### src/core/tcsc_consts.svh
`ifndef TCSC_CONSTS_SVH
`define TCSC_CONSTS_SVH
// register byte addresses
`define TCSC_ADDR_CONTROL   12'h000
`define TCSC_ADDR_COUNT     12'h004
`define TCSC_ADDR_STATUS    12'h008
// only whole-word bus transfers are taken
`define TCSC_SIZE_WORD      3'h2
// control register fields
`define TCSC_CS_HI          7
`define TCSC_CS_LO          6
`define TCSC_PS_HI          5
`define TCSC_PS_LO          4
`define TCSC_OSCEN_BIT      3
`define TCSC_SYNC_BIT       2
`define TCSC_RUN_BIT        0
`define TCSC_CTRL_WMASK     8'hfd
`define TCSC_CTRL_RESET     8'h00
// instruction clock is the system clock divided by this
`define TCSC_INSTR_DIV      4
`define TCSC_COUNT_RESET    16'h0000
`endif

### src/core/tcsc_pkg.sv
`default_nettype none
package tcsc_pkg;
    // clock source choices
    typedef enum logic [1:0] {
        TCSC_SRC_INSTR = 2'h0,
        TCSC_SRC_SYS   = 2'h1,
        TCSC_SRC_EXT   = 2'h2,
        TCSC_SRC_CAP   = 2'h3
    } tcsc_src_t;
    // bus slave phase
    typedef enum logic [0:0] {
        TCSC_BUS_IDLE,
        TCSC_BUS_DATA
    } tcsc_bus_t;
endpackage
`default_nettype wire

### src/core/tcsc_sync2.sv
`timescale 1ns/1ps
`default_nettype none
// two-flop synchroniser for one asynchronous level
module tcsc_sync2
(
    input  wire logic ref_clk,
    input  wire logic nrst,
    input  wire logic async_in,
    output logic      sync_out
);
    logic meta_r; // first stage, read only by second stage

    // two flops in series
    always_ff @(posedge ref_clk or negedge nrst)
    begin
        if (!nrst)
        begin
            meta_r   <= 1'b0;
            sync_out <= 1'b0;
        end
        else
        begin
            meta_r   <= async_in;
            sync_out <= meta_r;
        end
    end
endmodule // tcsc_sync2
`default_nettype wire

### src/core/tcsc_edge.sv
`timescale 1ns/1ps
`default_nettype none
// rising edge detector on an already synchronised level
module tcsc_edge
(
    input  wire logic ref_clk,
    input  wire logic nrst,
    input  wire logic level_in,
    output logic      rise
);
    logic last_r; // previous sample

    // remember last level
    always_ff @(posedge ref_clk or negedge nrst)
    begin
        if (!nrst)
            last_r <= 1'b0;
        else
            last_r <= level_in;
    end

    // one pulse on each low to high step
    assign rise = level_in & ~last_r;
endmodule // tcsc_edge
`default_nettype wire

### src/core/tcsc_top.sv
// Function
// - source 11 selects capacitive sensing oscillator
// - source 10, oscillator off: count pin rises
// - source 10, oscillator on: crystal clocks timer
// - source 01 clocks timer from system clock
// - source 00 uses system clock over four
// - prescale field divides by 1,2,4,8
// - bit 3 enables dedicated low-power oscillator
// - external source, oscillator off: bit 2 bypasses synchroniser
// - internal source ignores synchroniser bit
// - bit 0 runs timer; clear stops, clears gate
// - bit 1 reads zero, writes ignored
// - control bits reset to zero on power reset
`timescale 1ns/1ps
`default_nettype none
`include "tcsc_consts.svh"
module tcsc_top
(
    input  wire logic        ref_clk,
    input  wire logic        nrst,
    // ahb-lite slave
    input  wire logic        hsel,
    input  wire logic [11:0] haddr,
    input  wire logic [1:0]  htrans,
    input  wire logic        hwrite,
    input  wire logic [2:0]  hsize,
    input  wire logic        hready,
    input  wire logic [31:0] hwdata,
    output logic      [31:0] hrdata,
    output logic             hreadyout,
    output logic             hresp,
    // clock source pins
    input  wire logic        ext_clock_pin,
    input  wire logic        crystal_in_pin,
    output logic             crystal_out_pin,
    input  wire logic        cap_sense_oscillator,
    // timer gate from outside, and state
    input  wire logic        gate_set,
    output logic             dedicated_osc_enable,
    output logic             gate_ff,
    output logic      [15:0] timer_count
);
    import tcsc_pkg::*;

    logic [7:0]  timer_control_r;      // control register
    logic [11:0] addr_r;               // latched address
    logic        wr_r;                 // latched write
    tcsc_bus_t   bus_r;                // data phase pending
    tcsc_src_t   clock_source_select;  // source field
    logic [1:0]  prescale_select;      // prescale field
    logic        ext_clock_sync_bypass;// bypass synchroniser
    logic        timer_run;            // timer on
    logic        ext_sync;             // synchronised pin
    logic        xtal_sync;            // synchronised crystal
    logic        cap_sync;             // synchronised cap osc
    logic        ext_raw_r;            // unsynchronised one-flop sample
    logic        ext_raw_last_r;       // second raw stage, settled
    logic        ext_raw_prev_r;       // previous settled raw level
    logic        ext_rise_s;           // synchronised pin edge
    logic        xtal_rise;            // crystal edge
    logic        cap_rise;             // cap osc edge
    logic [1:0]  instr_cnt_r;          // system clock divider
    logic        src_tick;             // selected source tick
    logic [2:0]  pre_cnt_r;            // prescaler count
    logic [2:0]  pre_top;              // prescaler last value
    logic        pre_tick;             // prescaler output
    logic        addr_ok;              // transfer request
    logic        ext_tick;             // external tick after sync choice
    logic        size_ok;              // whole-word transfer

    // fields out of the control register
    // bit 1 is never stored, so no slice can pick it up
    assign clock_source_select   = tcsc_src_t'(timer_control_r[`TCSC_CS_HI:`TCSC_CS_LO]);
    assign prescale_select       = timer_control_r[`TCSC_PS_HI:`TCSC_PS_LO];
    assign dedicated_osc_enable  = timer_control_r[`TCSC_OSCEN_BIT];
    assign ext_clock_sync_bypass = timer_control_r[`TCSC_SYNC_BIT];
    assign timer_run             = timer_control_r[`TCSC_RUN_BIT];

    // crystal driver inverts input only while oscillator enabled
    // with the enable low the output rests low, amplifier off
    // this is a pad driver path, not clocked logic
    assign crystal_out_pin = dedicated_osc_enable & ~crystal_in_pin;

    // synchronisers for the asynchronous sources
    // every source pin passes two flops before any clocked logic looks at it
    // the three sources have no phase relation to ref_clk
    tcsc_sync2 u_sync_ext
    (
        .ref_clk  (ref_clk),
        .nrst     (nrst),
        .async_in (ext_clock_pin),
        .sync_out (ext_sync)
    );
    tcsc_sync2 u_sync_xtal
    (
        .ref_clk  (ref_clk),
        .nrst     (nrst),
        .async_in (crystal_in_pin),
        .sync_out (xtal_sync)
    );
    tcsc_sync2 u_sync_cap
    (
        .ref_clk  (ref_clk),
        .nrst     (nrst),
        .async_in (cap_sense_oscillator),
        .sync_out (cap_sync)
    );

    // edge detectors on synchronised levels
    // a pin resting high at reset release gives one early tick;
    // harmless, since the timer is stopped after reset
    tcsc_edge u_edge_ext
    (
        .ref_clk  (ref_clk),
        .nrst     (nrst),
        .level_in (ext_sync),
        .rise     (ext_rise_s)
    );
    tcsc_edge u_edge_xtal
    (
        .ref_clk  (ref_clk),
        .nrst     (nrst),
        .level_in (xtal_sync),
        .rise     (xtal_rise)
    );
    tcsc_edge u_edge_cap
    (
        .ref_clk  (ref_clk),
        .nrst     (nrst),
        .level_in (cap_sync),
        .rise     (cap_rise)
    );

    // bypass path: a plain flop chain, no synchroniser instance;
    // the first stage is read only by the second, so a metastable
    // sample never reaches the edge logic
    always_ff @(posedge ref_clk or negedge nrst)
    begin
        if (!nrst)
        begin
            ext_raw_r      <= 1'b0;
            ext_raw_last_r <= 1'b0;
            ext_raw_prev_r <= 1'b0;
        end
        else
        begin
            ext_raw_r      <= ext_clock_pin;
            ext_raw_last_r <= ext_raw_r;
            ext_raw_prev_r <= ext_raw_last_r;
        end
    end

    // external tick: pin or crystal, synchronised or not
    // the crystal wins over the pin while the dedicated oscillator runs
    always_comb
    begin
        if (dedicated_osc_enable)
            ext_tick = xtal_rise;
        else if (ext_clock_sync_bypass)
            ext_tick = ext_raw_last_r & ~ext_raw_prev_r;
        else
            ext_tick = ext_rise_s;
    end

    // instruction clock divider, free running
    // free running, so the instruction phase never depends on writes
    // two bits, wrapping at four
    always_ff @(posedge ref_clk or negedge nrst)
    begin
        if (!nrst)
            instr_cnt_r <= 2'h0;
        else
            instr_cnt_r <= instr_cnt_r + 2'h1;
    end

    // source selection; internal sources never look at sync bit
    // the system clock source steps on every edge
    // the sensing oscillator ticks on its synchronised rising edge
    always_comb
    begin
        case (clock_source_select)
            TCSC_SRC_INSTR: src_tick = (instr_cnt_r == 2'(`TCSC_INSTR_DIV - 1));
            TCSC_SRC_SYS:   src_tick = 1'b1;
            TCSC_SRC_EXT:   src_tick = ext_tick;
            default:        src_tick = cap_rise;
        endcase
    end

    // prescaler terminal count
    // top is one less than the division ratio
    // the count runs from 0 to top, then wraps on the next tick
    always_comb
    begin
        case (prescale_select)
            2'h0:    pre_top = 3'h0;
            2'h1:    pre_top = 3'h1;
            2'h2:    pre_top = 3'h3;
            default: pre_top = 3'h7;
        endcase
    end
    // tick qualified by run, so a stopped timer never steps
    assign pre_tick = timer_run & src_tick & (pre_cnt_r >= pre_top);

    // prescaler counts source ticks; cleared while stopped
    // clearing on stop makes every start begin a whole division
    // while running, only a source tick moves it
    always_ff @(posedge ref_clk or negedge nrst)
    begin
        if (!nrst)
            pre_cnt_r <= 3'h0;
        else if (!timer_run)
            pre_cnt_r <= 3'h0;
        else if (pre_tick)
            pre_cnt_r <= 3'h0;
        else if (src_tick)
            pre_cnt_r <= pre_cnt_r + 3'h1;
    end

    // timer counter advances on prescaler tick, holds when stopped
    // wraps silently at the top of its sixteen bits
    // never written by the bus, so software only reads it
    always_ff @(posedge ref_clk or negedge nrst)
    begin
        if (!nrst)
            timer_count <= `TCSC_COUNT_RESET;
        else if (pre_tick)
            timer_count <= timer_count + 16'h0001;
    end

    // gate flip-flop; set from outside, cleared while timer off
    // a stop beats a gate request in the same cycle
    // gate_set comes from logic on ref_clk, so no synchroniser
    always_ff @(posedge ref_clk or negedge nrst)
    begin
        if (!nrst)
            gate_ff <= 1'b0;
        else if (!timer_run)
            gate_ff <= 1'b0;
        else if (gate_set)
            gate_ff <= 1'b1;
    end

    // ahb address phase; only whole-word transfers are taken
    // a narrower transfer still answers okay but changes nothing
    assign size_ok = (hsize == `TCSC_SIZE_WORD);
    assign addr_ok = hsel & hready & htrans[1] & size_ok;

    // latch address phase for the data phase
    // captured only while the bus is ready
    // size is not kept: a taken transfer is always a word
    always_ff @(posedge ref_clk or negedge nrst)
    begin
        if (!nrst)
        begin
            bus_r  <= TCSC_BUS_IDLE;
            addr_r <= 12'h000;
            wr_r   <= 1'b0;
        end
        else if (hready)
        begin
            bus_r  <= addr_ok ? TCSC_BUS_DATA : TCSC_BUS_IDLE;
            addr_r <= haddr;
            wr_r   <= hwrite;
        end
    end

    // control register write in data phase; bit 1 kept zero
    // the write lands on the edge that ends the data phase
    // bit 1 is masked to zero on the way in
    always_ff @(posedge ref_clk or negedge nrst)
    begin
        if (!nrst)
            timer_control_r <= `TCSC_CTRL_RESET;
        else if (bus_r == TCSC_BUS_DATA && wr_r && addr_r == `TCSC_ADDR_CONTROL)
            timer_control_r <= hwdata[7:0] & `TCSC_CTRL_WMASK;
    end

    // read data registered at the address phase, valid in data phase
    // it then stands until the next read address phase
    // unmapped offsets read zero
    always_ff @(posedge ref_clk or negedge nrst)
    begin
        if (!nrst)
            hrdata <= 32'h0000_0000;
        else if (addr_ok && !hwrite)
        begin
            if (haddr == `TCSC_ADDR_CONTROL)
                hrdata <= {24'h00_0000, timer_control_r & `TCSC_CTRL_WMASK};
            else if (haddr == `TCSC_ADDR_COUNT)
                hrdata <= {16'h0000, timer_count};
            else if (haddr == `TCSC_ADDR_STATUS)
                hrdata <= {30'h0000_0000, gate_ff, pre_tick};
            else
                hrdata <= 32'h0000_0000; // unmapped reads zero
        end
    end

    // zero wait states, always okay
    // no access needs more than one cycle, so the slave never stalls
    // errors are never signalled
    assign hreadyout = 1'b1;
    assign hresp     = 1'b0;
endmodule // tcsc_top
`default_nettype wire

### config.mk
export PLATFORM = sky130hd
export DESIGN_NAME = tcsc_top
export DESIGN_NICKNAME = d
export VERILOG_FILES = /design/src/core/tcsc_pkg.sv /design/src/core/tcsc_sync2.sv /design/src/core/tcsc_edge.sv /design/src/core/tcsc_top.sv
export VERILOG_INCLUDE_DIRS = /design/src /design/src/core
export SDC_FILE = /design/constraint.sdc
export NUM_CORES = 1
export LEC_CHECK = 0
export BUFFER_PORTS_ARGS = -buffer_cell sky130_fd_sc_hd__buf_2
export CORE_MARGIN = 2
export CORE_UTILIZATION = 45
export DETAILED_ROUTE_END_ITERATION = 12
export GPL_TIMING_DRIVEN = 0
export PLACE_DENSITY_LB_ADDON = 0.12
export SETUP_SLACK_MARGIN = 0.2
export SLEW_MARGIN = 10
export SYNTH_ARGS = -nofsm -noshare
export SYNTH_HDL_FRONTEND = slang
export SYNTH_SLANG_ARGS = --single-unit
### constraint.sdc
create_clock -name ref_clk -period 5.84 [get_ports ref_clk]
set_input_delay 0.292 -clock ref_clk [delete_from_list [all_inputs] [get_ports ref_clk]]
set_output_delay 0.292 -clock ref_clk [all_outputs]
set_load 0.005 [all_outputs]
# Word level (Yosys, flattened, before mapping)
# Cells that the tools add are included.
# Widths: inputs -> output; s select.
[totals] reg_bits=84 in_bits=58
[classes] n_addsub=3 magnitude_cmp=1 eq_ne=10 muxes=12 bitwise=13 n_reduce_logical=8
[op_table] cell="$mux 32" count=2
[op_table] cell="$logic_not 12->1" count=2
[op_table] cell="$add 16x1->16 const B" count=1
[op_table] cell="$eq 12x3->1 const B" count=1
[op_table] cell="$eq 12x4->1 const B" count=1
[op_table] cell="$and 1x1->1" count=9
[op_table] cell="$mux 3" count=3
[op_table] cell="$pmux 3 s3" count=1
[op_table] cell="$eq 2x2->1 const B" count=3
[op_table] cell="$eq 2x1->1 const B" count=2
[op_table] cell="$logic_not 2->1" count=2
[op_table] cell="$mux 1" count=4
[op_table] cell="$not 1->1" count=4
[op_table] cell="$add 3x1->3 const B" count=1
[op_table] cell="$eq 3x2->1 const B" count=1
[op_table] cell="$ge 3x3->1" count=1
[op_table] cell="$logic_and 1x1->1" count=3
[op_table] cell="$ne 3x1->1 const B" count=1
[op_table] cell="$pmux 1 s3" count=1
[op_table] cell="$add 2x1->2 const B" count=1
[op_table] cell="$mux 2" count=1
[op_table] cell="$ne 2x2->1 const B" count=1
[op_table] cell="$logic_not 1->1" count=1

# Logic depth before layout (Yosys ltp)
# Gate-level depths: netlist (run 1).
[depth] word_depth=9 mapped_depth=8 depth_no_buf=7

# Modules after synthesis
# From an unflattened synthesis (run 1), not the netlist that was laid out.
[hier_totals] hier_cells=262 area_unflattened_um2=3199.3
[modules_own_cells] module="tcsc_top" n_inst=1 cells_per_inst=250 area_each_um2=2932.8
[modules_own_cells] module="tcsc_sync2" n_inst=3 cells_per_inst=2 area_each_um2=50.0
[modules_own_cells] module="tcsc_edge" n_inst=3 cells_per_inst=2 area_each_um2=38.8

# Least setup slack after synthesis (run 1)
# No wires, ideal clock.
[synth_timing] path_kind="register -> register" from="register timer_control_r[5]" to="register timer_count[5]" arrival_ns=2.060 path_slack_ns=3.700 stages_incl_launch_ff=9 path_buffers=1 synth_period_minus_slack_ns=2.140 path_cell_list="dfrtp_1 or2_2 ha_1 nor2b_1 o21ai_0 o211ai_2 buf_2 nor3b_1 xnor2_1"
[synth_between] elab_chain_cells=4 elab_cells_between_ends=6
[synth_lines] element="start, declared" line="tcsc_top.sv:45" text="logic [7:0] timer_control_r;"
[synth_lines] element="start signal, assigned" line="tcsc_top.sv:273" text="timer_control_r <= `TCSC_CTRL_RESET;"
[synth_lines] element="start signal, assigned" line="tcsc_top.sv:275" text="timer_control_r <= hwdata[7:0] & `TCSC_CTRL_WMASK;"
[synth_lines] element="$eq 2x2->1 (tied with other cells)" line="tcsc_top.sv:194" text="case (prescale_select)"
[synth_lines] element="$pmux 3 s3 *" line="tcsc_top.sv:194"
[synth_lines] element="$ge 3x3->1 *" line="tcsc_top.sv:202" text="assign pre_tick = timer_run & src_tick & (pre_cnt_r >= pre_top);"
[synth_lines] element="$and 1x1->1 *" line="tcsc_top.sv:202"
[synth_lines] element="end signal, assigned" line="tcsc_top.sv:225" text="timer_count <= `TCSC_COUNT_RESET;"
[synth_lines] element="end signal, assigned" line="tcsc_top.sv:227" text="timer_count <= timer_count + 16'h0001;"
[synth_lines] element="end, declared" line="tcsc_top.sv:41" text="output logic [15:0] timer_count"
# Every way passes the cells marked *; elsewhere a longest branch is shown, timed or not.
# A chain may end at the register's enable or synchronous reset.

# Worst setup path after layout (run 1)
# Ends and elaborated chain as after synthesis.

==> results of run 1 <==
what timing repair did:
| item | 4_1_cts | 5_1_grt |
|---|---|---|
| buffers inserted | 0 | 0 |
| hold endpoints to repair | 21 | 0 |
| hold buffers | 1 | 0 |
registers in the layout (all words and copies together), names as in the netlist, 2 cells and up:
register and cells:
pre_cnt_r 3, hrdata 16, instr_cnt_r 2, timer_control_r 7, addr_r 12, timer_count 16
kinds of logic (layout without fill, tap and decap cells):
kind of cell	Yosys count	count (layout)	synth area share (%)
simple gates	82	82	14.32
flops	68	68	55.81
buf+inv	33	114	6.689
compound gates	31	31	8.412
mux	21	21	7.756
xor+xnor	15	15	4.308
fa+ha+maj	6	6	2.462
other cells	2	18	0.2463
power groups by stage:
stage               Sequential (uW)  Clock, uW  Combinational (uW)
floorplan                       536          0                75.3
finish                          535        351                 127
CTS                             536        364                 129
detailed placement              545          0                 129
global placement                544          0                 124
global route                    540        383                 143
cell usage after synthesis (all sizes together) (2+ instances only):
library cell / number
ha: 6
nand4b: 2
nor3: 7
a22o: 8
xor2: 11
dfrtp: 68
inv: 7
a21boi: 3
mux2: 21
o31ai: 2
clkbuf: 3
nand4: 2
nand3: 14
nor2b: 2
a22oi: 6
nand2: 26
conb: 2
xnor2: 4
a21oi: 2
nor2: 11
o21ai: 3
o21a: 3
nor4: 7
buf: 23
and3: 3
worst max-delay path by stage:
stage | startpoint | depth (start not counted) | slack [ns] | to
6_report | timer_control_r[5]$_DFFE_PN0P_ | 8 | 3.35 | timer_count[5]$_DFFE_PN0P_
5_1_grt | timer_control_r[5]$_DFFE_PN0P_ | 8 | 3.13 | timer_count[10]$_DFFE_PN0P_
4_1_cts | timer_control_r[5]$_DFFE_PN0P_ | 8 | 3.34 | timer_count[5]$_DFFE_PN0P_
3_5_place_dp | timer_control_r[5]$_DFFE_PN0P_ | 8 | 3.35 | timer_count[14]$_DFFE_PN0P_
3_3_place_gp | timer_control_r[5]$_DFFE_PN0P_ | 8 | 3.38 | timer_count[13]$_DFFE_PN0P_
2_1_floorplan | timer_control_r[5]$_DFFE_PN0P_ | 8 | 3.70 | timer_count[5]$_DFFE_PN0P_
area by class of cell:
| type | count | share of cell area (%) |
|---|---|---|
| multi-input combinational | 173 | 32.16 |
| buffer | 26 | 4.748 |
| tap | 77 | 2.574 |
| sequential | 68 | 45.47 |
| inverter | 7 | 0.7021 |
| clock buffer | 11 | 3.511 |
| timing repair buffer | 67 | 9.763 |
| clock inverter | 3 | 1.070 |
metal layers:
layer,global-route usage [%],vias to the layer above
met5,0,-
met4,6.960,0
met3,6.857,9
met2,25.72,65
met1,23.27,1037
li1,-,1064
per-stage QoR:
stage	setup slack (ns)	utilization, %
after floorplan	3.700	-
after global routing	3.133	57.94
final	3.347	57.94
after detailed placement	3.353	55.13
after CTS	3.342	57.94
after global placement	3.375	54.67
worst max-delay path: cells and delay by family, from the launching register on:
family / cells / cell delay (ns)
compound gates: 2 / 0.68
simple gates: 3 / 0.63
flops: 1 / 0.44
fa+ha+maj: 1 / 0.28
buf+inv: 1 / 0.24
xor+xnor: 1 / 0.15
==> flow_summary.ini, run 1 <==
[clock_network]
clock_sinks = 68
root_buffer = clkbuf_8
cts_resized = 0
cts_tree = built
clk_pin_slew_worst_paths_ns = 0.07
cts_buffers = 9
clkLatencyLatePin_ns = 0.34
clk_path_buf_depth = 2
cts-htree-levels = 3

[synthesis]
syn-cell-area_mm2 = 0.003049
synth_edf_count = 0
synth-seq-area-share_pct = 55.81
postSynthCellCount = 258
synth_warnings = 0
synthArstFlopShare_pct = 100.0
synth_ff_type = dfrtp_1
ys_ff_latch = 68
avgSynthCellArea_um2 = 11.82
synth.distinct_cells = 42
netlist.area_leader.share_pct = 55.81
yosys.area.top_type = dfrtp_1
synth_area_leaders = dfrtp_1 (56%), mux2_2 (7.8%), buf_4 (4.4%), nand2_1 (3.2%), xor2_1 (3.2%)

[routing]
route.met2.wl_um = 2759
drc = 0
met3_length_um = 394
vias_per_cell = 5.035
vias = 2175
wirelength_um = 5908
ant_nets = 0
first_pass_iters = 4
wl_met1_um = 2676
top_layer = met4
drtIter0Drc = 50
wl_per_cell_um = 13.68

[sta]
fin_setup_tns_ns = 0
setup_viol = 0
worstMarginPinSlew_ns = 0.6871
finalMaxSlewViolations = 0
max-slew-margin-rel_pct = 53.81
rsz0062_at_grt = no
fin_skew_ns = 0.006118
period_share_pct = 42.69
min_period_ns = 2.493
fmaxAchievable_ghz = 0.4011
holdWs_ns = 0.05906
finalHoldViolations = 0

[floorplan]
placeableCoreArea_mm2 = 0.006459
row_count = 29
io_pins = 111
initial_core_util_pct = 47.21
die_h_um = 86.32
die-area_mm2 = 0.007450
die_w_um = 86.32

[critical_path]
worstSetupPathType = reg2reg
crit_required_ns = 6.10
r2r_slack_ns = 3.35
arrival_ns = 2.76
crit_chain = or2_2 > ha_1 > nor2b_1 > o21ai_0 > o211ai_2 > buf_2 > nor3b_1 > xnor2_1
max_stage_delay_ns = 0.44
endpoint_kind = flop
r2r-end = timer_count[5]$_DFFE_PN0P_
cp_slowest_cell = dfrtp_1
crit_fanout = 10
worstReg2RegStart = timer_control_r[5]$_DFFE_PN0P_
worst_setup_path_start_kind = flop
worstRegToRegCells = 8

[place]
placedCellCount = 417
place.gp.congestion = 0.7816
io_buffers = 65
place_area_mm2 = 0.003561
dp_hpwl_um = 4389

[status]
outcome = completed

[flow_run]
drv_cap = 0

[cells_and_area]
area_growth_syn_to_layout_pct = 22.73
finalInstanceArea_mm2 = 0.003742
regArea_mm2 = 0.001702
multi_input_area_mm2 = 0.001204
fillCellCount = 575
n_antenna_cell = 0
nets = 416
drive_gt1_share_pct = 36.62
finalNonFillerCells = 432
final_cell_mix = buf_2 (68), dfrtp_1 (68), nand2_1 (26)

[global_route]
grt_overflow_total = 0
track_usage_pct = 17.45
grt_first_pass_wirelength_um = 9915
first_global_vias = 2065
grt_max_degree = 48
antenna_found_initial = 0

[pwr]
p_seq_share_pct = 52.8
powerDensity_mw_per_mm2 = 270.8
irDropWorstVdd_mv = 0.1705
power.leakage_uw = 0.001928
power.share.clock_pct = 34.6
internal_power_uw = 758.2
p_sw_share_pct = 25.19
combPwrFrac_pct = 12.6
p_sw_uw = 255.4
p_total_uw = 1014

[min_path]
hold_path.startpoint = cap_sense_oscillator
min_to = u_sync_cap.meta_r$_DFF_PN0_
min_path_type = in2reg
holdPathStages = 1
Note: power is estimated with default switching activity, not from simulation.
==> inputs of run 2 (changes only) <==
- clock period: 5.84 -> 2.5 ns (I/O delays scaled with it)
==> flow_summary.ini, run 2 (same netlist as run 1, synthesis figures left out) <==
[floorplan]
row_count = 29
die_h_um = 86.32
die-area_mm2 = 0.007450
die_w_um = 86.32
io_pins = 111
initial_core_util_pct = 47.21
placeableCoreArea_mm2 = 0.006459

[clock_network]
clock_sinks = 68
root_buffer = clkbuf_8
cts_buffers = 9
cts-htree-levels = 3
cts_setup_buffers = 0
cts_tree = built
clk_pin_slew_worst_paths_ns = 0.07
clk_path_buf_depth = 2
clkLatencyLatePin_ns = 0.34

[global_route]
antenna_found_initial = 0
first_global_vias = 2116
track_usage_pct = 17.68
grt_overflow_total = 0
grt_first_pass_wirelength_um = 10050
grt_max_degree = 48

[pwr]
power.leakage_uw = 0.001970
p_seq_share_pct = 52.5
combPwrFrac_pct = 13.2
powerDensity_mw_per_mm2 = 619.6
power.share.clock_pct = 34.3
p_sw_uw = 602.0
irDropWorstVdd_mv = 0.4073
internal_power_uw = 1782
p_sw_share_pct = 25.25

[routing]
wirelength_um = 6012
wl_per_cell_um = 13.63
vias_per_cell = 5.027
drtIter0Drc = 49
vias = 2217
drc = 0
ant_nets = 0
first_pass_iters = 4

[sta]
fin_skew_ns = 0.006854
finalHoldViolations = 0
fin_setup_tns_ns = 0
max-slew-margin-rel_pct = 53.77
rsz0062_at_grt = yes
min_period_ns = 2.216
period_share_pct = 88.66
fmaxAchievable_ghz = 0.4512
finalMaxSlewViolations = 0
worstMarginPinSlew_ns = 0.6878
setup_viol = 0

[critical_path]
worstSetupPathType = reg2reg
arrival_ns = 2.48
worst_setup_path_start_kind = flop
crit_fanout = 10
crit_required_ns = 2.76
endpoint_kind = flop

[flow_run]
drv_cap = 0

[place]
place_area_mm2 = 0.003561
dp_hpwl_um = 4389
place.gp.congestion = 0.7816
io_buffers = 65

[cells_and_area]
reg.largest.list = hrdata x16, timer_count x16, addr_r x12
final_common_cell = dfrtp_1
final_cell_mix = dfrtp_1 (68), buf_2 (67), nand2_1 (26)
area_growth_syn_to_layout_pct = 26.22
nets = 425
fillCellCount = 562
n_antenna_cell = 0
drive_gt1_share_pct = 36.54
finalInstanceArea_mm2 = 0.003849

[min_path]
min_path_type = in2reg

[status]
outcome = completed
-- run 2: per-layer routing --
metal | part of all wire [%] | vias to the layer above | track usage (%)
met5 | 0 | - | 0
met4 | 1.7 | 0 | 7.386
met3 | 6.2 | 11 | 6.667
met2 | 47 | 66 | 26.43
met1 | 45 | 1060 | 23.27
li1 | - | 1080 | -
-- run 2: final cells by class --
| type | count | area [um2] | area share [%] |
|---|---|---|---|
| clock buffers | 11 | 131.4 | 3.414 |
| well taps | 77 | 96.34 | 2.503 |
| multi-input cells | 173 | 1217 | 31.63 |
| inverters | 7 | 26.28 | 0.6827 |
| clock inverters | 3 | 40.04 | 1.040 |
| plain buffers | 26 | 180.2 | 4.681 |
| flip-flops and latches | 68 | 1702 | 44.21 |
| repair buffers | 76 | 455.4 | 11.83 |
-- run 2: what timing repair did --
item | 4_1_cts | 5_1_grt
resized for setup | 2 | 3
endpoints found under the hold margin | 56 | 0
hold buffers | 10 | 0
setup endpoints to repair | 10 | 6
pin swaps | 0 | 1
-- run 2: worst paths after layout --
check	to	depth (start not counted)	slack, ns	from
worst max register to register	timer_count[5]$_DFFE_PN0P_	8	0.28	timer_control_r[5]$_DFFE_PN0P_
min in group asynchronous	hrdata[5]$_DFFE_PN0P_	2	0.23	nrst
worst min register to register	ext_raw_last_r$_DFF_PN0_	0	0.35	u_sync_ext.meta_r$_DFF_PN0_
worst min-delay path	timer_control_r[5]$_DFFE_PN0P_	2	0.02	hwdata[5]
max in group asynchronous	u_edge_xtal.last_r$_DFF_PN0_	3	1.74	nrst
worst max-delay path	timer_count[5]$_DFFE_PN0P_	8	0.28	timer_control_r[5]$_DFFE_PN0P_
-- run 2: worst max-delay path, cell delays in order, from the launching register on --
cell and delay (ns):
dfrtp_1 0.44, or2_2 0.32, ha_1 0.28, nor2b_1 0.06, o21ai_2 0.22, o211ai_2 0.19
clkbuf_4 0.23, nor3b_1 0.26, xnor2_1 0.15
-- run 2: per-stage QoR --
step	hold slack, ns	setup slack [ns]	util [%]	power [uW]	std cells
final	0.02465	0.2835	59.59	2384	441
after global routing	0.01277	0.1517	59.59	2507	441
after CTS	0.008042	0.2814	59.40	2418	441
after floorplan	-0.1706	0.3599	-	1428	274
after global placement	0.2327	0.03535	54.67	1559	416
after detailed placement	0.03761	0.01327	55.13	1574	417
-- run 2: power groups by stage --
stage / clock network (uW) / registers (uW) / logic [uW]
2_1_floorplan: 0 / 1250 / 176
3_3_place_gp: 0 / 1270 / 289
3_5_place_dp: 0 / 1270 / 300
4_1_cts: 850 / 1250 / 316
5_1_grt: 894 / 1260 / 351
6_report: 819 / 1250 / 314
